`src/hdl/mcr_pkg.sv`:
```
// Constants for the mission control register group
package mcr_pkg;

  // ==========================================================
  // Register addresses (10-bit device memory addresses)
  localparam logic [9:0] ADDR_SAMPLE_INTERVAL = 10'h20D;
  localparam logic [9:0] ADDR_CONTROL         = 10'h20E;
  localparam logic [9:0] ADDR_DELAY_LOW       = 10'h212;
  localparam logic [9:0] ADDR_DELAY_HIGH      = 10'h213;
  localparam logic [9:0] ADDR_STATUS          = 10'h214;
  // Writes inside this span end a running mission
  localparam logic [9:0] ADDR_GUARD_LOW       = 10'h200;
  localparam logic [9:0] ADDR_GUARD_HIGH      = 10'h213;

  // ==========================================================
  // Control byte fields
  localparam int CTL_OSC_DISABLE  = 7;
  localparam int CTL_CLEAR_ARM    = 6;
  localparam int CTL_MISSION_EN_N = 4;
  localparam int CTL_WRAP         = 3;
  localparam int CTL_LOW_QUAL     = 2;
  localparam int CTL_HIGH_QUAL    = 1;
  localparam int CTL_CLOCK_QUAL   = 0;
  // Bit 5 has no storage
  localparam logic [7:0] CTL_WRITE_MASK = 8'hDF;
  localparam logic [7:0] CTL_RESET      = 8'h00;

  // ==========================================================
  // Status byte fields
  localparam int ST_CORE_IDLE  = 7;
  localparam int ST_MEM_CLEAR  = 6;
  localparam int ST_RUNNING    = 5;
  localparam int ST_SAMPLING   = 4;
  localparam int ST_LOW_FLAG   = 2;
  localparam int ST_HIGH_FLAG  = 1;
  localparam int ST_CLOCK_FLAG = 0;

  // ==========================================================
  // Misc values
  localparam logic [7:0]  BYTE_ZERO     = 8'h00;
  localparam logic [15:0] WORD_ZERO     = 16'h0000;
  localparam logic [15:0] WORD_ONE      = 16'h0001;
  localparam logic [7:0]  BYTE_ONE      = 8'h01;
  // Access count: 1 means the access right after the arming one
  localparam logic [1:0]  ACC_ARMED     = 2'h0;
  localparam logic [1:0]  ACC_NEXT      = 2'h1;
  localparam logic [1:0]  ACC_STALE     = 2'h2;

  typedef enum logic [1:0] {
    MCR_IDLE,
    MCR_DELAY,
    MCR_INTERVAL
  } mcr_phase_t;

endpackage

```
`src/hdl/mcr_timer_if.sv`:
```
// Link between the register group and its mission timer
`timescale 1ns/1ps
`default_nettype none
interface mcr_timer_if;
  logic        start;
  logic        stop;
  logic        tick;
  logic [15:0] delay;
  logic [7:0]  interval;
  logic        sample;
  logic        waiting;
  modport ctrl (output start, output stop, output tick, output delay, output interval,
                input sample, input waiting);
  modport tmr  (input start, input stop, input tick, input delay, input interval,
                output sample, output waiting);
endinterface
`default_nettype wire

```
`src/hdl/mcr_mission_ctrl.sv`:
```
// Mission setup registers: control, sample interval, start delay, status
`timescale 1ns/1ps
`default_nettype none

// How it works
// control byte readable/writable; first write while running only ends mission
// later control writes store normally
// control bit 5 always reads zero, cannot be set
// oscillator disable bit stops the clock oscillator when one
// armed clear memory works only as the very next access
// clear arm bit drops on the next executed memory command
// mission enable is active low; gates start by interval write
// wraparound bit set lets a full log overwrite oldest samples
// wraparound clear stops storing when full; mission continues
// low qualifier answers search when low flag set
// high qualifier answers search when high flag set
// clock qualifier answers search when clock alarm flag set
// start delay is 16-bit, low byte at lower address
// first sample waits start delay minutes, then one sample interval, before sampling
// host clears wraparound when chaining devices by start delay
// status writes end a mission only when they write zero to the running flag
// sample interval holds an 8-bit minute count
// nonzero interval write starts mission if cleared and enabled
// any write in clock-to-delay span ends a running mission
// running flag cleared by writing zero, never set by write
// countdowns advance only on minute ticks
// later samples spaced by the interval on minute boundaries
module mcr_mission_ctrl
  import mcr_pkg::*;
(
  input  wire logic       CLOCK,          // 40 MHz system clock
  input  wire logic       RST_N,          // Async reset, active low
  input  wire logic [9:0] REG_ADDR,       // Register address
  input  wire logic [7:0] REG_WDATA,      // Write data
  input  wire logic       REG_WR,         // Committed write pulse
  input  wire logic       REG_RD,         // Read strobe
  output logic      [7:0] REG_RDATA,      // Read data, next cycle
  input  wire logic       ACCESS_START,   // New device access pulse
  input  wire logic       CMD_EXEC,       // Memory command executes
  input  wire logic       CMD_IS_CLEAR,   // That command is clear memory
  input  wire logic       MINUTE_TICK,    // Clock minute boundary pulse
  input  wire logic       CLOCK_ALARM,    // Clock alarm event pulse
  input  wire logic       CORE_IDLE,      // Conversion core not busy
  input  wire logic       SAMPLE_BUSY,    // Mission conversion in progress
  input  wire logic       TEMP_VALID,     // Mission reading ready pulse
  input  wire logic [7:0] TEMP_CODE,      // Mission reading
  input  wire logic [7:0] LOW_THRESHOLD,  // Low alarm threshold
  input  wire logic [7:0] HIGH_THRESHOLD, // High alarm threshold
  input  wire logic       LOG_FULL,       // Datalog memory full
  output logic            OSC_DISABLE,    // Stop clock oscillator
  output logic            MEM_CLEAR,      // Clear memories pulse
  output logic            SAMPLE_REQ,     // Take a mission sample pulse
  output logic            DELAY_WAIT,     // Start delay running
  output logic            LOG_STORE_EN,   // Store sample into log
  output logic            LOG_WRAP,       // Wrap log pointer when full
  output logic            MISSION_RUN,    // Mission running
  output logic            SEARCH_HIT      // Answer conditional search
);

  // ==========================================================
  // State
  logic [7:0]  ctrl_r, ctrl_nxt;
  logic [7:0]  interval_r, interval_nxt;
  logic [15:0] delay_r, delay_nxt;
  logic        running_r, running_nxt;
  logic        cleared_r, cleared_nxt;
  logic        low_flag_r, low_flag_nxt;
  logic        high_flag_r, high_flag_nxt;
  logic        clk_flag_r, clk_flag_nxt;
  logic [1:0]  acc_cnt_r, acc_cnt_nxt;
  logic        clear_pulse_r;
  logic [7:0]  rdata_r;

  mcr_timer_if tif ();

  // ==========================================================
  // Write decode
  wire in_guard   = (REG_ADDR >= ADDR_GUARD_LOW) && (REG_ADDR <= ADDR_GUARD_HIGH);
  // guarded write ends mission
  wire wr_end     = REG_WR && running_r && in_guard;
  // ending write stores nothing
  wire wr_store   = REG_WR && !(running_r && in_guard);
  wire wr_ctrl    = wr_store && (REG_ADDR == ADDR_CONTROL);
  wire wr_intv    = wr_store && (REG_ADDR == ADDR_SAMPLE_INTERVAL);
  wire wr_dly_lo  = wr_store && (REG_ADDR == ADDR_DELAY_LOW);
  wire wr_dly_hi  = wr_store && (REG_ADDR == ADDR_DELAY_HIGH);
  // status is outside the guard span
  wire wr_stat    = REG_WR && (REG_ADDR == ADDR_STATUS);

  // start on nonzero interval
  wire start_go   = wr_intv && (REG_WDATA != BYTE_ZERO) && cleared_r
                    && !ctrl_r[CTL_MISSION_EN_N];
  // only the access right after arming
  wire clear_go   = CMD_EXEC && CMD_IS_CLEAR && ctrl_r[CTL_CLEAR_ARM]
                    && (acc_cnt_r == ACC_NEXT);
  // zero written to running flag
  wire stat_stop  = wr_stat && !REG_WDATA[ST_RUNNING];
  wire stop_go    = running_r && (wr_end || stat_stop);

  wire set_low    = running_r && TEMP_VALID && (TEMP_CODE <= LOW_THRESHOLD);
  wire set_high   = running_r && TEMP_VALID && (TEMP_CODE >= HIGH_THRESHOLD);

  // ==========================================================
  // Next values
  always_comb begin
    ctrl_nxt = ctrl_r;
    if (wr_ctrl) begin
      // normal store, bit 5 masked
      ctrl_nxt = REG_WDATA & CTL_WRITE_MASK;
    end else if (CMD_EXEC) begin
      // any memory command disarms
      ctrl_nxt[CTL_CLEAR_ARM] = 1'b0;
    end
  end

  // low byte at lower address
  always_comb begin
    delay_nxt    = delay_r;
    interval_nxt = interval_r;
    if (clear_go) begin
      delay_nxt    = WORD_ZERO;
      interval_nxt = BYTE_ZERO;
    end else begin
      // plain minute count
      if (wr_intv) interval_nxt = REG_WDATA;
      if (wr_dly_lo) delay_nxt[7:0] = REG_WDATA;
      if (wr_dly_hi) delay_nxt[15:8] = REG_WDATA;
    end
  end

  // Start and stop cannot meet: start needs an idle mission
  assign running_nxt = start_go ? 1'b1 : (stop_go ? 1'b0 : running_r);
  assign cleared_nxt = clear_go ? 1'b1 : (start_go ? 1'b0 : cleared_r);

  // Status flags: a set in the clearing cycle wins
  assign low_flag_nxt  = set_low
                         || (low_flag_r && !(wr_stat && !REG_WDATA[ST_LOW_FLAG]));
  assign high_flag_nxt = set_high
                         || (high_flag_r && !(wr_stat && !REG_WDATA[ST_HIGH_FLAG]));
  assign clk_flag_nxt  = CLOCK_ALARM
                         || (clk_flag_r && !(wr_stat && !REG_WDATA[ST_CLOCK_FLAG]));

  // Counts accesses since the arm bit was written
  always_comb begin
    acc_cnt_nxt = acc_cnt_r;
    if (wr_ctrl && REG_WDATA[CTL_CLEAR_ARM]) begin
      acc_cnt_nxt = ACC_ARMED;
    end else if (ACCESS_START && (acc_cnt_r != ACC_STALE)) begin
      acc_cnt_nxt = acc_cnt_r + ACC_NEXT;
    end
  end

  // ==========================================================
  // Registers
  always_ff @(posedge CLOCK or negedge RST_N) begin
    if (!RST_N) begin
      ctrl_r      <= CTL_RESET;
      interval_r  <= BYTE_ZERO;
      delay_r     <= WORD_ZERO;
      running_r   <= 1'b0;
      cleared_r   <= 1'b0;
      low_flag_r  <= 1'b0;
      high_flag_r <= 1'b0;
      clk_flag_r  <= 1'b0;
      acc_cnt_r   <= ACC_STALE;
    end else begin
      ctrl_r      <= ctrl_nxt;
      interval_r  <= interval_nxt;
      delay_r     <= delay_nxt;
      running_r   <= running_nxt;
      cleared_r   <= cleared_nxt;
      low_flag_r  <= low_flag_nxt;
      high_flag_r <= high_flag_nxt;
      clk_flag_r  <= clk_flag_nxt;
      acc_cnt_r   <= acc_cnt_nxt;
    end
  end

  always_ff @(posedge CLOCK or negedge RST_N) begin
    if (!RST_N) begin
      clear_pulse_r <= 1'b0;
    end else begin
      clear_pulse_r <= clear_go;
    end
  end

  // ==========================================================
  // Read path; unmapped addresses read zero
  wire [7:0] status_byte = {CORE_IDLE, cleared_r, running_r, SAMPLE_BUSY, 1'b0,
                            low_flag_r, high_flag_r, clk_flag_r};
  wire [7:0] rd_mux = (REG_ADDR == ADDR_CONTROL)         ? ctrl_r :
                      (REG_ADDR == ADDR_SAMPLE_INTERVAL) ? interval_r :
                      (REG_ADDR == ADDR_DELAY_LOW)       ? delay_r[7:0] :
                      (REG_ADDR == ADDR_DELAY_HIGH)      ? delay_r[15:8] :
                      (REG_ADDR == ADDR_STATUS)          ? status_byte : BYTE_ZERO;

  always_ff @(posedge CLOCK or negedge RST_N) begin
    if (!RST_N) begin
      rdata_r <= BYTE_ZERO;
    end else if (REG_RD) begin
      rdata_r <= rd_mux;
    end
  end

  // ==========================================================
  // Mission timer
  assign tif.start    = start_go;
  assign tif.stop     = stop_go;
  // no ticks with oscillator stopped
  assign tif.tick     = MINUTE_TICK && !ctrl_r[CTL_OSC_DISABLE];
  assign tif.delay    = delay_r;
  // Interval is taken from the write itself so the first count is right
  assign tif.interval = start_go ? REG_WDATA : interval_r;

  mcr_mission_timer u_timer (
    .clk   (CLOCK),
    .rst_n (RST_N),
    .tif   (tif.tmr)
  );

  // ==========================================================
  // Outputs
  assign REG_RDATA    = rdata_r;
  // oscillator control
  assign OSC_DISABLE  = ctrl_r[CTL_OSC_DISABLE];
  assign MEM_CLEAR    = clear_pulse_r;
  assign SAMPLE_REQ   = tif.sample && running_r;
  assign DELAY_WAIT   = tif.waiting;
  // wrap or hold when log is full
  assign LOG_STORE_EN = running_r && (ctrl_r[CTL_WRAP] || !LOG_FULL);
  assign LOG_WRAP     = ctrl_r[CTL_WRAP];
  assign MISSION_RUN  = running_r;
  // search qualifiers
  assign SEARCH_HIT   = (ctrl_r[CTL_LOW_QUAL] && low_flag_r)
                        || (ctrl_r[CTL_HIGH_QUAL] && high_flag_r)
                        || (ctrl_r[CTL_CLOCK_QUAL] && clk_flag_r);
endmodule
`default_nettype wire

```
`src/hdl/mcr_mission_timer.sv`:
```
// Start delay and sample interval countdown for a mission
`timescale 1ns/1ps
`default_nettype none
module mcr_mission_timer
  import mcr_pkg::*;
(
  input  wire logic     clk,    // System clock
  input  wire logic     rst_n,  // Async reset, active low
  mcr_timer_if.tmr      tif     // Control side
);

  mcr_phase_t  phase_r, phase_nxt;
  logic [15:0] cnt_r, cnt_nxt;
  logic        sample_r, sample_nxt;

  // ==========================================================
  // Countdown
  // delay then interval
  always_comb begin
    phase_nxt  = phase_r;
    cnt_nxt    = cnt_r;
    sample_nxt = 1'b0;
    if (tif.stop) begin
      phase_nxt = MCR_IDLE;
    end else if (tif.start) begin
      phase_nxt = (tif.delay == WORD_ZERO) ? MCR_INTERVAL : MCR_DELAY;
      cnt_nxt   = (tif.delay == WORD_ZERO) ? {BYTE_ZERO, tif.interval} : tif.delay;
    end else if (tif.tick) begin
      // minute ticks only
      case (phase_r)
        MCR_DELAY: begin
          if (cnt_r <= WORD_ONE) begin
            phase_nxt = MCR_INTERVAL;
            cnt_nxt   = {BYTE_ZERO, tif.interval};
          end else begin
            cnt_nxt = cnt_r - WORD_ONE;
          end
        end
        MCR_INTERVAL: begin
          // samples on minute ticks
          if (cnt_r <= WORD_ONE) begin
            sample_nxt = 1'b1;
            cnt_nxt    = {BYTE_ZERO, tif.interval};
          end else begin
            cnt_nxt = cnt_r - WORD_ONE;
          end
        end
        default: phase_nxt = MCR_IDLE;
      endcase
    end
  end

  always_ff @(posedge clk or negedge rst_n) begin
    if (!rst_n) begin
      phase_r  <= MCR_IDLE;
      cnt_r    <= WORD_ZERO;
      sample_r <= 1'b0;
    end else begin
      phase_r  <= phase_nxt;
      cnt_r    <= cnt_nxt;
      sample_r <= sample_nxt;
    end
  end

  assign tif.sample  = sample_r;
  assign tif.waiting = (phase_r == MCR_DELAY);
endmodule
`default_nettype wire

```
`config.mk`:
```
export PLATFORM = sky130hd
export DESIGN_NAME = mcr_mission_ctrl
export DESIGN_NICKNAME = d
export VERILOG_FILES = /design/src/hdl/mcr_pkg.sv /design/src/hdl/mcr_timer_if.sv /design/src/hdl/mcr_mission_ctrl.sv /design/src/hdl/mcr_mission_timer.sv
export SDC_FILE = /design/constraint.sdc
export NUM_CORES = 1
export LEC_CHECK = 0
export BUFFER_PORTS_ARGS = -buffer_cell sky130_fd_sc_hd__buf_2
export CAP_MARGIN = 15
export CORE_MARGIN = 1
export CORE_UTILIZATION = 35
export DETAILED_ROUTE_END_ITERATION = 7
export GPL_ROUTABILITY_DRIVEN = 0
export HOLD_SLACK_MARGIN = 0.03
export SLEW_MARGIN = 20
export SYNTH_ARGS = -nofsm -noshare
export SYNTH_HDL_FRONTEND = slang
export SYNTH_SLANG_ARGS = --single-unit
```
`constraint.sdc`:
```
create_clock -name CLOCK -period 4.4 [get_ports CLOCK]
set_input_delay 0.22 -clock CLOCK [delete_from_list [all_inputs] [get_ports CLOCK]]
set_output_delay 0.22 -clock CLOCK [all_outputs]
set_load 0.02 [all_outputs]
```
==> run metrics, run 1 <==
maximum net fanout on the critical path=17; Power Dens Cells=398 nW/um^2; H-tree lvl count=3; number of gates resized after cts=0; R2R Setup Slk=1.80 ns; WHS=around 0.068 ns; DRT Wirelength=11,300 um; Die Y-Extent=between 100 and 150 um; area of the die=12,100 sq um; initial detailed-routing violation count=327; post-synthesis sequential area ratio=0.404; hold_buf cts=0; fraction of registers with async set or reset after synthesis=1.00; total number of vias=roughly 3,700; cell at the root of the clock tree=sky130_fd_sc_hd__clkbuf_16; n_diodes=0; post-synth design cell area=4090 sq um; Remaining DRCs=0; number of max-capacitance violations reported=0; number of buffers created by CTS=9; count of unique library cells instantiated by Yosys=58; worst IR drop on VDD=0.199 mV; Final Setup Violations=0; top flip-flop cell by instance count after synthesis=sky130_fd_sc_hd__dfrtp_1; sum of negative setup slack=0 ns; unrepaired setup endpoints after global routing=false; vias in the first global route=3,609; standard cell with the maximum stage delay on the critical path=sky130_fd_sc_hd__and2_1; Tmin final=2.60 ns; slew of the pin with the lowest slew margin=0.928 ns; outcome=completed; worst skew pair latency=0.34 ns; Post-CTS Setup Inserts=0; Core Box Area=11,400 sq um; fraction of layout cells with a size suffix above 1=0.200; global-route wire length before repair=between 15,000 and 20,000 um; layout overhead on the synthesized area=20.0%; highest clock frequency the design can meet=between 0.3 and 0.4 GHz; std cell rows=39; fin. max-slew vios=0; Worst Setup End Kind=flop; most common library cell in the layout ignoring fill and taps=sky130_fd_sc_hd__buf_2; gr usage total=0.204; relative slew slack=0.379; Worst-path clk slew=0.05 ns; Avg Inst Size Synth=9.12 sq um; leakage power figure=2.26 nW; remaining global-route overflow=0; Avg Vias per Cell=5.62; class of the tightest hold or removal check=input pin to async pin; final clock skew=0.00709 ns; period utilization=0.591; area of all placed cells without fillers=4900 sq um; largest net degree at the start of global routing=67; CTS tree=built; Worst Path Class, Setup=flop to flop; post-detailed-placement half-perimeter wirelength=8330 um; critical-path cell list=or4_4, nor4_4, and2_1, a21oi_2, or3_1, a21oi_2; initial core utilization=0.358; number of warning messages in the yosys log=0; count of buffers from port buffering=70; utilization after layout=0.429; net count reported at finish=586; CTS max path bufs=2; antenna violations before repair=0; commonest non-fill, non-tap cells in the layout=sky130_fd_sc_hd__buf_2 (70), sky130_fd_sc_hd__dfrtp_1 (65), sky130_fd_sc_hd__nor2_1 (49); buffers plus inverters on the worst setup path=0; worst r2r path cells=6; count of state elements after synthesis=66; crit-path leading delay family=simple AND/OR/NAND/NOR gates; Crit path required time=4.66 ns; Detailed Routing Iterations Pass 1=7; Crit path depth=6; number of instances in the synthesized netlist=about 450; io pins=71; Slowest Stage Delay on Critical Path=0.61 ns; Detail Route Antenna Nets=0; syn nets=about 530; dpl cell area=~4500 sq um; detailed-route wire length per cell=17.2 um; Data arrival, critical path=2.86 ns; clk sink count=between 60 and 70; cell repeated most along the worst path=sky130_fd_sc_hd__a21oi_2; kind of start point of the critical path=flop; count of flip-flops with a built-in enable after synthesis=0; die width=110 um; total count of hold-check failures in the final report=0
[power breakdown]
| group | internal, mW | switching, mW |
|---|---|---|
| Sequential | 0.671 | 0.0683 |
| Combinational | 0.145 | 0.176 |
| Clock | 0.614 | 0.279 |
[logic make-up after synthesis]
logic type	after synthesis	synth area share
adders and majority gates	22	0.0673
and+or+nand+nor	149	0.195
muxes	29	0.0732
xor gates and xnor gates	6	0.0129
DFF	66	0.404
AOI/OAI and AO/OA	114	0.185
buffers and inverters	62	0.0621
[routing by layer]
metal,up-vias,GRT usage,share of wire
met5,-,0,0
met3,26,0.0600,0.060
li1,1760,-,-
met1,1774,0.264,0.46
met4,0,0.0667,0.020
met2,130,0.325,0.46
[worst paths after layout]
path / startpoint / endpoint
setup / recovery: u_timer.cnt_r[10]$_DFFE_PN0P_ / u_timer.phase_r[1]$_DFFE_PN0P_
hold / removal: RST_N / u_timer.cnt_r[9]$_DFFE_PN0P_
setup reg to reg: u_timer.cnt_r[10]$_DFFE_PN0P_ / u_timer.phase_r[1]$_DFFE_PN0P_
hold reg to reg: u_timer.cnt_r[14]$_DFFE_PN0P_ / u_timer.cnt_r[14]$_DFFE_PN0P_
max in group asynchronous: RST_N / clk_flag_r$_DFF_PN0_
min in group CLOCK: CLOCK_ALARM / clk_flag_r$_DFF_PN0_
[Yosys cell counts (7+ instances only)]
library cell               count  area [sq um]
sky130_fd_sc_hd__a31oi_1       8          50.1
sky130_fd_sc_hd__inv_1        39           146
sky130_fd_sc_hd__clkbuf_1     10          37.5
sky130_fd_sc_hd__nand3_1       8          40.0
sky130_fd_sc_hd__nor3_1       12          60.1
sky130_fd_sc_hd__o21ai_0      22           110
sky130_fd_sc_hd__nand2_1      25          93.8
sky130_fd_sc_hd__nor4_1       13          81.3
sky130_fd_sc_hd__dfrtp_1      65          1630
sky130_fd_sc_hd__a211oi_1     10          75.1
sky130_fd_sc_hd__buf_2         7          35.0
sky130_fd_sc_hd__a221oi_1     10          87.6
sky130_fd_sc_hd__ha_1         22           275
sky130_fd_sc_hd__a21oi_1      29           145
sky130_fd_sc_hd__mux2_2        7          78.8
sky130_fd_sc_hd__nor2_1       49           184
sky130_fd_sc_hd__mux2i_1      22           220
[stage by stage]
step / setup WS, ns / total power, mW / cells
CTS: 1.78 / 1.97 / 657
floorplan: 2.28 / 0.952 / 448
global placement: 1.82 / 1.06 / 641
finish: 1.80 / 1.95 / 657
detailed placement: 1.73 / 1.07 / 641
global route: 1.65 / 2.05 / 657
[registers in the layout, indices dropped and copies added (netlist names), 2 cells and up]
register,count
u_timer.phase_r,2
ctrl_r,7
u_timer.cnt_r,16
REG_RDATA,8
acc_cnt_r,2
interval_r,8
delay_r,16
[final cells by class]
type	instances	area, sq um
tap	143	179
sequential	66	1650
clock buffer	10	229
fill	1149	6520
clock inverter	6	138
multi-input combinational	320	2190
inverter	39	146
timing repair buffer	73	373
(Power assumes the default switching activity.)
==> inputs of run 2 (changes only) <==
--- a/config.mk
+++ b/config.mk
@@ -5,6 +5,7 @@
 export SDC_FILE = /design/constraint.sdc
 export NUM_CORES = 1
 export LEC_CHECK = 0
+export ABC_AREA = 1
 export BUFFER_PORTS_ARGS = -buffer_cell sky130_fd_sc_hd__buf_2
 export CAP_MARGIN = 15
 export CORE_MARGIN = 1
==> constraint.sdc (replaced) <==
create_clock -name CLOCK -period 2.4 [get_ports CLOCK]
set_input_delay 0.12 -clock CLOCK [delete_from_list [all_inputs] [get_ports CLOCK]]
set_output_delay 0.12 -clock CLOCK [all_outputs]
set_load 0.02 [all_outputs]
==> run 2 against run 1 <==
Against the previous run:
- combinational power increased to 5.4 times the previous value
- area after synthesis increased by 12%
- via count increased by 23%
- worst setup slack got worse by 1.5 ns
- hold slack got worse by 0.028 ns
==> run metrics, run 2 <==
worst setup slack after placement=0.366 ns; initial detailed-routing violation count=373; commonest non-fill, non-tap cells in the layout=sky130_fd_sc_hd__nand2_1 (194), sky130_fd_sc_hd__inv_1 (95), sky130_fd_sc_hd__buf_2 (70); power spent charging and discharging nets=1.78 mW; remaining global-route overflow=0; outcome=completed; Die Y-Extent=about 120 um; fill cell instance count of the final layout=1,293; count of unique library cells instantiated by Yosys=40; Worst-path clk slew=roughly 0.06 ns; total count of hold-check failures in the final report=0; fraction of power consumed by the clock network=0.313; die width=116 um; area of the die=13,600 sq um; antenna violations before repair=0; Post-CTS Setup Inserts=0; CTS max path bufs=2; Remaining DRCs=0; number of max-capacitance violations reported=0; vias in the first global route=4,326; Power Dens Cells=856 nW/um^2; biggest regs=delay_r: 16 flops, u_timer.cnt_r: 16 flops; leakage power figure=about 3 nW; fraction of layout cells with a size suffix above 1=0.178; number of warning messages in the yosys log=0; post-synthesis sequential area ratio=0.361; net count reported at finish=around 800; std cell rows=41; Flop pwr share=0.317; unrepaired setup endpoints after global routing=false; number of buffers created by CTS=9; detailed-route wire length per cell=~15 um; worst skew pair latency=roughly 0.34 ns; Worst Slack Setup Final=0.322 ns; number of instances in the synthesized netlist=approximately 650; highest clock frequency the design can meet=approximately 0.48 GHz; layout overhead on the synthesized area=19.1%; Worst Path Class, Setup=flop to flop; period utilization=0.866; combinational power share=0.370; post-detailed-placement half-perimeter wirelength=10,300 um; standard cell with the maximum stage delay on the critical path=sky130_fd_sc_hd__dfrtp_1; Core Box Area=12,700 sq um; Avg Vias per Cell=5.04; largest cells by area after synthesis=sky130_fd_sc_hd__dfrtp_1 (35%), sky130_fd_sc_hd__nand2_1 (16%), sky130_fd_sc_hd__inv_1 (7.8%), sky130_fd_sc_hd__ha_1 (6.0%), sky130_fd_sc_hd__o21ai_0 (5.0%); Tmin final=2.08 ns; cell type contributing the most total cell area after synthesis=sky130_fd_sc_hd__dfrtp_1; Worst Setup End Kind=flop; fraction of registers with async set or reset after synthesis=1.00; n_diodes=0; Detail Route Antenna Nets=0; gr usage total=0.211; count of flip-flops with a built-in enable after synthesis=0; Slowest Stage Delay on Critical Path=0.38 ns; io pins=71; number of gates resized after cts=0; Avg Inst Size Synth=between 7 and 8 sq um; most numerous cell in the Yosys netlist=sky130_fd_sc_hd__nand2_1; DRT Wirelength=13,300 um; total number of vias=4,545; initial core utilization=0.362; slew of the pin with the lowest slew margin=between 0.6 and 0.7 ns; CTS tree=built; hold_buf cts=4; count of buffers from port buffering=70; class of the tightest hold or removal check=input pin to flop; Detailed Routing Iterations Pass 1=5; relative slew slack=0.547; sum of negative setup slack=0 ns; cell repeated most along the worst path=sky130_fd_sc_hd__nand2_1; syn nets=725; final clock skew=0.00581 ns; Data arrival, critical path=2.29 ns; WHS=~0.040 ns; kind of start point of the critical path=flop; largest net degree at the start of global routing=40; top flip-flop cell by instance count after synthesis=sky130_fd_sc_hd__dfrtp_1; critical-path cell list=inv_1, ha_1, nor2_1, nor2_2, nand3_2, nand2_1, o21ai_0, nand2_1, nand2_1, nand2_1, o21ai_2; Pint=2.89 mW; fin. max-slew vios=0; count of state elements after synthesis=66; Crit path required time=~2.6 ns; most common library cell in the layout ignoring fill and taps=sky130_fd_sc_hd__nand2_1; cell at the root of the clock tree=sky130_fd_sc_hd__clkbuf_16; top cell types by occurrence after synthesis=sky130_fd_sc_hd__nand2_1 (194), sky130_fd_sc_hd__inv_1 (95), sky130_fd_sc_hd__dfrtp_1 (65); worst IR drop on VDD=0.352 mV; Final Setup Violations=0; post-synth design cell area=4580 sq um; clk sink count=66; H-tree lvl count=3; global-route wire length before repair=21,600 um; maximum net fanout on the critical path=19; net switching fraction of the power=0.381; area share of the largest cell type after synthesis=0.355
==> run 2: cell types whose count changed in the layout (fill, tap and decap cells not counted), sizes merged, moves of 7 or more <==
cell / change
mux2: -7
nand4: +14
a221oi: -10
a21oi: -13
o21ai: +46
nand2: +176
a211oi: -10
mux2i: -22
nor2: +9
nor4: -12
nand3: +38
inv: +60
==> run 2: critical path: cells and delay by family, from the launching register on <==
family | cells | cell delay [ns]
and+or+nand+nor | 7 | 1.02
DFF | 1 | 0.38
AOI/OAI and AO/OA | 2 | 0.15
buffers and inverters | 1 | 0.14
adders and majority gates | 1 | 0.27
==> run 2: cell families after synthesis <==
group / share of synthesized area
simple gates: 0.329
buf+inv: 0.103
compound gates: 0.128
flops: 0.361
fa+ha+maj: 0.0601
xor+xnor: 0.0191
==> run 2: power by group through the flow <==
stage	Combinational (mW)	Sequential (mW)	Clock (mW)
2_1_floorplan	1.30	1.46	0
3_3_place_gp	1.66	1.49	0
3_5_place_dp	1.69	1.50	0
4_1_cts	1.72	1.48	1.48
5_1_grt	1.96	1.51	1.53
6_report	1.73	1.48	1.46
==> run 2: cell type report <==
type | count | area (sq um) | share of cell area
multi-input combinational | 469 | 2460 | 0.450
sequential | 66 | 1650 | 0.303
timing repair buffer | 77 | 425 | 0.0779
inverter | 101 | 379 | 0.0695
clock buffer | 10 | 239 | 0.0438
tap | 172 | 215 | 0.0394
clock inverter | 6 | 90.1 | 0.0165
==> run 2: worst paths after layout <==
path	end	from	cells after the start	slack, ns
worst max register to register	u_timer.cnt_r[0]$_DFFE_PN0P_	u_timer.cnt_r[0]$_DFFE_PN0P_	11	0.32
max in group asynchronous	acc_cnt_r[1]$_DFFE_PN1P_	RST_N	3	1.34
worst min register to register	REG_RDATA[0]$_DFFE_PN0P_	REG_RDATA[0]$_DFFE_PN0P_	2	0.49
worst min-delay path	low_flag_r$_DFF_PN0_	REG_WDATA[2]	3	0.04
worst max-delay path	u_timer.cnt_r[0]$_DFFE_PN0P_	u_timer.cnt_r[0]$_DFFE_PN0P_	11	0.32
min in group asynchronous	u_timer.phase_r[1]$_DFFE_PN0P_	RST_N	2	0.36
==> run 2: metrics by stage <==
step	instance area, sq um	std cells	util	power (mW)
finish	5460	901	0.431	4.67
global route	5460	901	0.431	5.00
CTS	5460	901	0.431	4.68
detailed placement	5090	881	0.402	3.19
global placement	5090	881	0.402	3.15
floorplan	4580	648	-	2.76
==> run 2: metal layers <==
layer  GRT usage  share of wire  up-vias
met5           0              0        -
met4      0.0838          0.027        0
li1            -              -     2232
met3      0.0477          0.064       32
met2       0.346           0.47      158
met1       0.270           0.44     2123
